===== src/logic/meter_pkg.sv =====
// Constants and types for the paired counter frequency and period meter
package meter_pkg;
  localparam int COUNT_WIDTH = 24;
  localparam int CLOCK_HZ = 40000000;
  localparam logic [COUNT_WIDTH-1:0] COUNT_RESET = 24'h000000;
  localparam logic [COUNT_WIDTH-1:0] COUNT_MAX = 24'hffffff;
  localparam logic [COUNT_WIDTH-1:0] DIVISOR_RESET = 24'h000001;
  localparam logic [COUNT_WIDTH-1:0] GATE_TIME_RESET = 24'h009c40;
  localparam logic [COUNT_WIDTH-1:0] MIN_VALID_COUNT = 24'h000002;
  typedef logic [COUNT_WIDTH-1:0] count_t;
  typedef enum logic {
    METHOD_HIGH_FREQ,
    METHOD_LARGE_RANGE
  } method_t;
endpackage : meter_pkg


===== src/logic/pair_if.sv =====
// Dedicated links between the two counters of one pair
`timescale 1ns/1ps
`default_nettype none
interface pair_if;
  import meter_pkg::*;
  logic gate;
  logic input_edge;
  logic partner_enable;
  logic measure_restart;
  modport partner (output gate, input input_edge, input partner_enable, input measure_restart);
  modport measure (input gate, output input_edge, output partner_enable, output measure_restart);
endinterface : pair_if
`default_nettype wire


===== src/logic/partner_counter.sv =====
// Partner counter: gate pulse train or input divider
`timescale 1ns/1ps
`default_nettype none
module partner_counter
  import meter_pkg::*;
(
  input wire logic clock,
  input wire logic reset_n,
  input wire meter_pkg::method_t method,
  input wire meter_pkg::count_t gate_ticks,
  input wire meter_pkg::count_t divisor,
  pair_if.partner link
);
  import meter_pkg::*;
  count_t count_reg;
  count_t count_next;
  logic gate_reg;
  logic gate_next;
  count_t limit;

  always_comb
  begin
    // A zero setting behaves as one to keep the period finite
    if (method == METHOD_HIGH_FREQ)
      limit = (gate_ticks == COUNT_RESET) ? DIVISOR_RESET : gate_ticks;
    else
      limit = (divisor == COUNT_RESET) ? DIVISOR_RESET : divisor;
    count_next = count_reg;
    gate_next = 1'b0;
    if (!link.partner_enable || link.measure_restart)
      count_next = COUNT_RESET;
    else if (method == METHOD_HIGH_FREQ)
    begin
      // One pulse per measurement time
      if (count_reg >= limit - DIVISOR_RESET)
      begin
        count_next = COUNT_RESET;
        gate_next = 1'b1;
      end
      else
        count_next = count_reg + DIVISOR_RESET;
    end
    else if (link.input_edge)
    begin
      // One pulse per divisor input edges
      if (count_reg >= limit - DIVISOR_RESET)
      begin
        count_next = COUNT_RESET;
        gate_next = 1'b1;
      end
      else
        count_next = count_reg + DIVISOR_RESET;
    end
  end

  always_ff @(posedge clock or negedge reset_n)
  begin
    if (!reset_n)
    begin
      count_reg <= COUNT_RESET;
      gate_reg <= 1'b0;
    end
    else
    begin
      count_reg <= count_next;
      gate_reg <= gate_next;
    end
  end

  assign link.gate = gate_reg;
endmodule : partner_counter
`default_nettype wire


===== src/logic/paired_counter_freq_period_meter.sv =====
// Paired counter meter: measuring counter with its partner
// Operation
// - Counters pair even with next odd, linked both ways.
// - High-frequency: partner emits a pulse each measurement time as gate.
// - High-frequency: measuring counter counts input periods per gate, averages, reports.
// - High-frequency: period = time / count; frequency = count / time.
// - Large-range: partner divides input by divisor; measuring counter times it.
// - Large-range: period = measured divided period / divisor.
// - 24-bit count; large-range valid counts 2 up to 2^24 - 1.
// - Input is sampled by the timebase, so it works only up to half the timebase rate.
// - Asynchronous phase gives count plus or minus one.
// - Larger divisor or timebase lowers quantization error.
`timescale 1ns/1ps
`default_nettype none
module paired_counter_freq_period_meter
  import meter_pkg::*;
(
  input wire logic clock,
  input wire logic reset_n,
  input wire logic enable,
  input wire meter_pkg::method_t method,
  input wire meter_pkg::count_t gate_ticks,
  input wire meter_pkg::count_t divisor,
  input wire logic [2:0] average_shift,
  input wire logic signal_in,
  input wire logic overflow_clear,
  output logic [meter_pkg::COUNT_WIDTH-1:0] result,
  output logic [meter_pkg::COUNT_WIDTH-1:0] raw_count,
  output logic result_valid,
  output logic sample_valid,
  output logic overflow
);
  import meter_pkg::*;

  // Pair link between the measuring counter and its partner
  pair_if link ();

  partner_counter partner (
    .clock(clock),
    .reset_n(reset_n),
    .method(method),
    .gate_ticks(gate_ticks),
    .divisor(divisor),
    .link(link)
  );

  logic sync1_reg;
  logic sync2_reg;
  logic sync3_reg;
  logic enable_reg;
  logic edge_now;

  // Two stages before use; the timebase sees each rising input edge once
  always_ff @(posedge clock or negedge reset_n)
  begin
    if (!reset_n)
    begin
      sync1_reg <= 1'b0;
      sync2_reg <= 1'b0;
      sync3_reg <= 1'b0;
      enable_reg <= 1'b0;
    end
    else
    begin
      sync1_reg <= signal_in;
      sync2_reg <= sync1_reg;
      sync3_reg <= sync2_reg;
      enable_reg <= enable;
    end
  end

  // The third stage serves only the edge detector
  assign edge_now = sync2_reg & ~sync3_reg;
  assign link.input_edge = edge_now;
  // Settings are read live, so they should change only while enable is low
  assign link.partner_enable = enable;
  assign link.measure_restart = enable & ~enable_reg;

  // Measuring counter and its averaging state
  count_t count_reg;
  count_t count_next;
  logic wrap_reg;
  logic wrap_next;
  logic armed_reg;
  logic armed_next;
  // Seven spare bits hold 128 full-scale samples without wrapping
  logic [COUNT_WIDTH+6:0] acc_reg;
  logic [COUNT_WIDTH+6:0] acc_next;
  logic [COUNT_WIDTH+6:0] acc_sum;
  logic [7:0] nacc_reg;
  logic [7:0] nacc_next;
  count_t result_reg;
  count_t result_next;
  count_t raw_reg;
  count_t raw_next;
  logic result_valid_reg;
  logic result_valid_next;
  logic sample_valid_reg;
  logic sample_valid_next;
  logic overflow_reg;
  logic overflow_next;
  // One to 128 samples per result
  logic [7:0] nacc_target;
  logic tick;
  logic wrap_now;
  logic good;
  logic range_ok;

  always_comb
  begin
    nacc_target = 8'h01 << average_shift;
    // High-frequency counts input edges, large-range counts timebase ticks
    tick = (method == METHOD_HIGH_FREQ) ? edge_now : 1'b1;
    wrap_now = tick && (count_reg == COUNT_MAX);
    acc_sum = acc_reg + {7'h00, count_reg};
    // Large-range counts under two ticks lie outside the valid range
    range_ok = (method == METHOD_HIGH_FREQ) || (count_reg >= MIN_VALID_COUNT);
    count_next = count_reg;
    wrap_next = wrap_reg;
    armed_next = armed_reg;
    acc_next = acc_reg;
    nacc_next = nacc_reg;
    result_next = result_reg;
    raw_next = raw_reg;
    result_valid_next = 1'b0;
    sample_valid_next = sample_valid_reg;
    good = 1'b0;
    // Set wins over a clear arriving in the same cycle
    overflow_next = overflow_reg & ~overflow_clear;
    // Restart drops any partial window so old and new settings never mix
    if (!enable || link.measure_restart)
    begin
      count_next = COUNT_RESET;
      wrap_next = 1'b0;
      armed_next = 1'b0;
      acc_next = '0;
      nacc_next = 8'h00;
    end
    else if (link.gate)
    begin
      // Window closes; the first gate only opens the window
      // An input edge on the gate cycle counts as the first of the next window
      count_next = tick ? DIVISOR_RESET : COUNT_RESET;
      wrap_next = 1'b0;
      armed_next = 1'b1;
      if (armed_reg)
      begin
        raw_next = count_reg;
        // Rollover or under-range count spoils the sample
        good = !wrap_reg && range_ok;
        sample_valid_next = good;
        if (wrap_reg)
          overflow_next = 1'b1;
        if (good)
        begin
          // Sum of samples; for large-range the divided period stands
          acc_next = acc_sum;
          nacc_next = nacc_reg + 8'h01;
          if (nacc_reg + 8'h01 == nacc_target)
          begin
            // Mean via shift; the host applies time or divisor scaling
            result_next = count_t'(acc_sum >> average_shift);
            result_valid_next = 1'b1;
            acc_next = '0;
            nacc_next = 8'h00;
          end
        end
      end
    end
    else if (tick)
    begin
      count_next = count_reg + DIVISOR_RESET;
      // A wrap spoils the current window and latches the flag
      if (wrap_now)
      begin
        wrap_next = 1'b1;
        overflow_next = 1'b1;
      end
    end
  end

  always_ff @(posedge clock or negedge reset_n)
  begin
    if (!reset_n)
    begin
      count_reg <= COUNT_RESET;
      wrap_reg <= 1'b0;
      armed_reg <= 1'b0;
      acc_reg <= '0;
      nacc_reg <= 8'h00;
      result_reg <= COUNT_RESET;
      raw_reg <= COUNT_RESET;
      result_valid_reg <= 1'b0;
      sample_valid_reg <= 1'b0;
      overflow_reg <= 1'b0;
    end
    else
    begin
      count_reg <= count_next;
      wrap_reg <= wrap_next;
      armed_reg <= armed_next;
      acc_reg <= acc_next;
      nacc_reg <= nacc_next;
      result_reg <= result_next;
      raw_reg <= raw_next;
      result_valid_reg <= result_valid_next;
      sample_valid_reg <= sample_valid_next;
      overflow_reg <= overflow_next;
    end
  end

  // Outputs come straight from registers
  assign result = result_reg;
  assign raw_count = raw_reg;
  assign result_valid = result_valid_reg;
  assign sample_valid = sample_valid_reg;
  assign overflow = overflow_reg;
endmodule : paired_counter_freq_period_meter
`default_nettype wire


===== config.mk =====
export PLATFORM = sky130hd
export DESIGN_NAME = paired_counter_freq_period_meter
export DESIGN_NICKNAME = d
export VERILOG_FILES = /design/src/logic/meter_pkg.sv /design/src/logic/pair_if.sv /design/src/logic/partner_counter.sv /design/src/logic/paired_counter_freq_period_meter.sv
export SDC_FILE = /design/constraint.sdc
export NUM_CORES = 1
export LEC_CHECK = 0
export BUFFER_PORTS_ARGS = -buffer_cell sky130_fd_sc_hd__buf_4
export CORE_MARGIN = 2
export CORE_UTILIZATION = 40
export CTS_CLUSTER_SIZE = 25
export DETAILED_ROUTE_END_ITERATION = 16
export SYNTH_ARGS = -nofsm -noshare
export SYNTH_HDL_FRONTEND = slang
export SYNTH_SLANG_ARGS = --single-unit
export TNS_END_PERCENT = 20

===== constraint.sdc =====
create_clock -name clock -period 4.04 [get_ports clock]
set_clock_uncertainty 0.15 [all_clocks]
set_input_delay 0.404 -clock clock [delete_from_list [all_inputs] [get_ports clock]]
set_output_delay 0.404 -clock clock [all_outputs]
set_load 0.01 [all_outputs]

==> results of run 1 <==
-- cell usage in the layout (no fill, tap or decap), drive strengths merged, types with 31 or more instances in the layout --
| cell | instances |
|---|---|
| ha | 53 |
| dfrtp | 145 |
| nand2 | 97 |
| o21ai | 71 |
| mux2i | 50 |
| buf | 193 |
| a21oi | 99 |
| and3 | 31 |
| xor2 | 48 |
| nor2 | 124 |
-- report_power, final --
group / internal, W / leakage (nW) / total (W) / switching (W)
Combinational: 0.000202 / 3.71 / 0.000432 / 0.000230
Sequential: 0.00146 / 2.01 / 0.00148 / 0.0000138
Clock: 0.000958 / 0.288 / 0.00162 / 0.000665
Total: 0.00262 / 6.01 / 0.00353 / 0.000909
-- worst max path at each step --
stage | startpoint | to | slack [ns] | cells after the start
CTS | divisor[14] | partner.count_reg[5] | 0.002 | 25
global route | divisor[22] | partner.count_reg[21] | -0.15 | 24
floorplan | method | partner.count_reg[5] | -0.01 | 22
global placement | divisor[11] | partner.count_reg[21] | -0.43 | 25
detailed placement | divisor[11] | partner.count_reg[22] | -0.61 | 25
finish | gate_ticks[11] | partner.count_reg[22] | 0.01 | 24
-- repair_timing --
action	CTS	global route
setup buffers	0	5
gates resized for setup	4	31
hold endpoints to repair	85	0
hold buffers	3	0
cloned	0	3
pin swaps	1	22
endpoints found under the setup margin	21	24
-- worst max-delay path, stage by stage --
cell	delay, ns
buf_4	0.12
nor4_1	0.41
buf_4	0.19
nand4_1	0.06
nor2_1	0.21
o31ai_4	0.08
buf_4	0.15
and3_4	0.17
nand3_4	0.08
or2_4	0.12
nand2b_4	0.13
nand2b_4	0.13
xnor2_2	0.06
ha_1	0.30
a21o_1	0.18
a21o_1	0.16
a21oi_2	0.14
and2_4	0.16
nand2_2	0.05
or3_4	0.38
nand2_8	0.12
buf_12	0.13
a41oi_2	0.12
a31oi_1	0.15
-- stage by stage --
stage | total power [W] | cells | setup slack (ns)
final | 0.00353 | 1640 | 0.0119
after detailed placement | 0.00190 | 1597 | -0.610
after CTS | 0.00353 | 1632 | 0.00190
after floorplan | 0.00171 | 1133 | -0.00988
after global routing | 0.00366 | 1640 | -0.148
after global placement | 0.00189 | 1597 | -0.434
-- metal layers --
layer  share of wire [%]  vias to the layer above  wire length [microns]  global-route usage [%]
li1                    -                     4511                      -                       -
met1                  46                     4358                  12600                    28.0
met2                  49                      164                  13400                    36.1
met3                 3.0                       45                    815                    2.89
met4                 2.2                        0                    606                    6.56
met5                   0                        -                      0                       0
-- kinds of logic after synthesis --
group	synth area share, %
flops	36.2
mux	8.36
buf+inv	3.01
xor+xnor	6.64
compound gates	19.2
simple gates	19.8
fa+ha+maj	6.82
-- cell type report --
cell class | instances | area, sq um
fillers | 2313 | 11800
clock inverters | 12 | 149
flip-flops and latches | 145 | 3630
repair buffers | 199 | 1630
well taps | 324 | 405
clock buffers | 20 | 457
inverters | 20 | 75.1
multi-input cells | 920 | 6320
==> metrics.cfg, run 1 <==
[status]
outcome=finished clean

[grt]
grt_max_degree=85
grt_pass1_vias=8827
track_usage_pct=21.2
gr-total-overflow=0
antenna_found_initial=0
grt_pass1_wl_microns=45100

[job]
drv_cap=0

[clocking]
cts.clk_slew.worst_paths_ns=0.07
htree_num_levels=4
cts_buffer_depth=2
insertion_delay_ns=0.43
ctsRootBufferMaster=clkbuf_16
cts.sinks=145
cts_tree=built
cts_buffers=17

[synthesis]
synth-edff-count=0
ys_seq_area_share_pct=36.2
synthFlopType=dfrtp_1
syn-num-nets=1244
async_flop_share_pct=100
synth.distinct_cells=71
synth-seq-cells=145
postSynthCellCount=1133
syn_area_per_cell_sq_um=8.85
synthTopCellsByCount=dfrtp_1 (145), nor2_1 (122), a21oi_1 (99), nand2_1 (97), o21ai_0 (67)
yosysWarnings=0
yosys.cell_count.top_type=dfrtp_1
yosys.area.top_type=dfrtp_1
synth_top_area_share_pct=36.2
synthTopCellsByArea=dfrtp_1 (36%), ha_1 (6.6%), mux2i_1 (5.0%), a21oi_1 (4.9%), nor2_1 (4.6%)
syn_area_sq_mm=0.0100

[worst_setup_path]
r2r-start=count_reg[0]
regToRegSetupSlack_ns=0.38
crit_path_start_kind=input port
crit_arrival_ns=4.22
path_max_fanout=8
crit_path_end_kind=flop
r2r_cells=13
required_ns=4.23
rr_endpoint=result[12]
criticalPathCategory=input port to flop

[sta]
min_period_ns=4.03
maxSlewHeadroom_pct=41.8
fin_hold_ws_ns=0.0498
setup_tns_ns=0
worst_pin_slew_ns=0.870
rsz0062_at_grt=yes
hold_viol_final=0
maxSlewViolCount=0
max_clock_freq_mhz=248
period_share_pct=99.7
setup_viol=0

[placement]
gp_congestion=0.917
port_buffers=107
hpwlAfterDp_microns=20700
place_area_sq_mm=0.0118

[floorplanning]
start_util_pct=41.0
die_area_sq_mm=0.0263
die_h_microns=162
die_w_microns=162
core_area_sq_mm=0.0245
io_pins=108
placementRows=57

[layout]
largest_reg_flops=31
final_nets=1414
utilization_pct=51.8
drive_above_1_share_pct=23.3
diodes=0
area_growth_pct=26.3
final_area_sq_mm=0.0127

[drt]
drtAntennaViolNets=0
viasPerCell=5.54
drt_wl_total_microns=27500
first_iter_violations=560
vias=9078
wl_per_cell_microns=16.8
drc_errors=0
drt_pre_antenna_iters=5

[hold_path]
min_to=overflow
min_path_cells=2
hold_path.class=input port to flop
min_from=overflow_clear

[power]
p_leak_nw=6.01
powerDensity_mw_per_mm2=279
ir_drop_mv=0.297

Note: power is estimated with default switching activity, not from simulation.
==> run 2: changes to the inputs <==
MAX_ROUTING_LAYER = met4   (was unset)
PLACE_DENSITY_LB_ADDON = 0.3   (was unset)
SYNTH_HIERARCHICAL = 1   (was unset)
==> run 2 against run 1 <==
Net effect: critical path depth shrank 14; clock power about the same; sequential cell count stayed put; count of clock-buffer cells in the layout decreased by 2; worst hold slack better by 0.011 ns; first-iteration DRC count is 14% higher; non-clock buffer count grew 7; sequential power barely moved; sequential share of layout area shrank 1.6 points; fmax up 5.2%; via count increased by 12%; design area grew 5.8%; critical path type is now flop to flop; highest routed layer unchanged.
==> metrics.cfg, run 2 <==
[synthesis]
syn_area_sq_mm=0.0110
synthFlopType=dfrtp_1
synthTopCellsByCount=dfrtp_1 (145), nand2_1 (135), nor2_1 (120), o21ai_0 (76)
synth-edff-count=0
yosys.area.top_type=dfrtp_1
synthTopCellsByArea=dfrtp_1 (33%), ha_1 (6.1%), nand2_1 (4.6%), mux2i_1 (4.1%), nor2_1 (4.1%)
postSynthCellCount=1244
synth_top_area_share_pct=33.1
synth.distinct_cells=82
synth-seq-cells=145
yosys.cell_count.top_type=dfrtp_1
async_flop_share_pct=100
syn-num-nets=1355
syn_area_per_cell_sq_um=8.80
ys_seq_area_share_pct=33.1
yosysWarnings=6

[sta]
max_clock_freq_mhz=261
rsz0062_at_grt=yes
hold_viol_final=0
maxSlewViolCount=0
period_share_pct=94.7
min_period_ns=3.83
setup_viol=0
maxSlewHeadroom_pct=34.4
fin_ws_ns=0.212
worst_pin_slew_ns=0.980

[worst_setup_path]
criticalPathCategory=flop to flop
crit_path_end_kind=flop
path_max_fanout=7
required_ns=4.22
crit_arrival_ns=4.01
crit_path_start_kind=flop

[power]
ir_drop_mv=0.295
p_comb_share_pct=10.4
clkPwrFrac_pct=46.9
power_frac_seq_pct=42.7
powerDensity_mw_per_mm2=257
p_int_w=0.00258
p_leak_nw=6.08
netSwitchingPower_w=0.000853
switching_share_pct=24.8

[grt]
antenna_found_initial=0
grt_max_degree=77
gr-total-overflow=0
track_usage_pct=22.1
grt_pass1_wl_microns=49900
grt_pass1_vias=9811

[floorplanning]
die_area_sq_mm=0.0287
placementRows=60
die_h_microns=169
io_pins=108
die_w_microns=169
core_area_sq_mm=0.0270
start_util_pct=40.6

[layout]
layout_common_cells=buf_4 (197), dfrtp_1 (145), nand2_1 (135), nor2_1 (119), o21ai_0 (76)
final_cells=1758
area_growth_pct=22.3
layout.cells.most_common=buf_4
largest_reg_flops=31
drive_above_1_share_pct=22.2
final_nets=1517
final_area_sq_mm=0.0134
diodes=0
utilization_pct=49.7

[job]
drv_cap=0

[clocking]
cts_buffers=17
cts_tree=built
cts.sinks=145
insertion_delay_ns=0.43
htree_num_levels=4
cts_buffer_depth=2
cts.clk_slew.worst_paths_ns=0.06
ctsRootBufferMaster=clkbuf_16

[drt]
first_iter_violations=641
vias=10200
drc_errors=0
drtAntennaViolNets=0
drt_pre_antenna_iters=7
wl_per_cell_microns=17.4
viasPerCell=5.79
drt_wl_total_microns=30700

[hold_path]
hold_path.class=input port to flop

[placement]
gp_congestion=0.932
port_buffers=107
place_area_sq_mm=0.0127
hpwlAfterDp_microns=22900
dp.cells=1723
post-place-ws_ns=-0.289

[status]
outcome=finished clean

[run 2: cell count changes after synthesis, moves of 11 or more]
cell	previous run	this run
nand3_1	24	39
a31oi_1	25	12
nand2b_1	29	9
a21oi_1	99	53
nand2_1	97	135
xor2_1	48	37
and3_1	29	16
clkbuf_1	28	41
[run 2: metal layers]
metal	global-route usage, %	up-vias	routed length [microns]
met1	28.5	4932	14200
met4	6.87	0	709
met3	2.96	52	1160
met2	36.2	242	14600
met5	-	-	0
li1	-	4959	-
[run 2: critical path, stage by stage (launching register included)]
cell	delay [ns]
dfrtp_1	0.49
ha_1	0.43
a211oi_1	0.27
nor2_1	0.13
o31ai_1	0.26
nand3_1	0.19
o21ai_0	0.64
xor2_1	0.29
mux4_2	0.56
o31a_1	0.25
o31ai_1	0.06
[run 2: logic make-up after synthesis]
family	share of synthesized area, %
AOI/OAI and AO/OA	20.7
xor gates and xnor gates	5.84
adders and majority gates	6.24
buffers and inverters	3.37
DFF	33.1
muxes	9.22
and+or+nand+nor	21.5
[run 2: what timing repair did]
item,in CTS,in global routing
endpoints found under the setup margin,0,25
hold buffers,3,0
resized for setup,0,12
endpoints found under the hold margin,77,0
setup buffers,0,1
[run 2: cell type report]
| class | instances | area [sq um] |
|---|---|---|
| Multi-Input combinational cell | 1009 | 7030 |
| Tap cell | 341 | 427 |
| Fill cell | 2568 | 13600 |
| Clock inverter | 12 | 161 |
| Inverter | 27 | 101 |
| Timing Repair Buffer | 206 | 1620 |
| Sequential cell | 145 | 3630 |
| Clock buffer | 18 | 429 |
[run 2: power by group through the flow]
stage | combinational (W) | sequential, W | clock [W]
final | 0.000359 | 0.00147 | 0.00161
after global routing | 0.000398 | 0.00147 | 0.00170
after CTS | 0.000357 | 0.00147 | 0.00164
after detailed placement | 0.000352 | 0.00149 | 0
after global placement | 0.000349 | 0.00149 | 0
after floorplan | 0.000177 | 0.00149 | 0
[run 2: final timing paths]
check / startpoint / slack (ns) / depth (start not counted) / endpoint
max: count_reg[7] / 0.21 / 10 / result[21]
min: overflow_clear / 0.06 / 2 / overflow
max reg2reg: count_reg[7] / 0.21 / 10 / result[21]
min reg2reg: sync1_reg / 0.21 / 0 / sync2_reg
max in group asynchronous: reset_n / 2.47 / 3 / count_reg[13]
min in group asynchronous: reset_n / 0.44 / 2 / nacc_reg[0]
[run 2: through the flow]
stage | hold WS, ns | setup TNS, ns | power (W)
4_1_cts | 0.0541 | 0 | 0.00346
3_3_place_gp | 0.185 | -5.22 | 0.00184
6_report | 0.0612 | 0 | 0.00344
3_5_place_dp | 0.198 | -5.20 | 0.00185
2_1_floorplan | -0.0416 | -0.00189 | 0.00167
5_1_grt | 0.0702 | -0.0626 | 0.00357
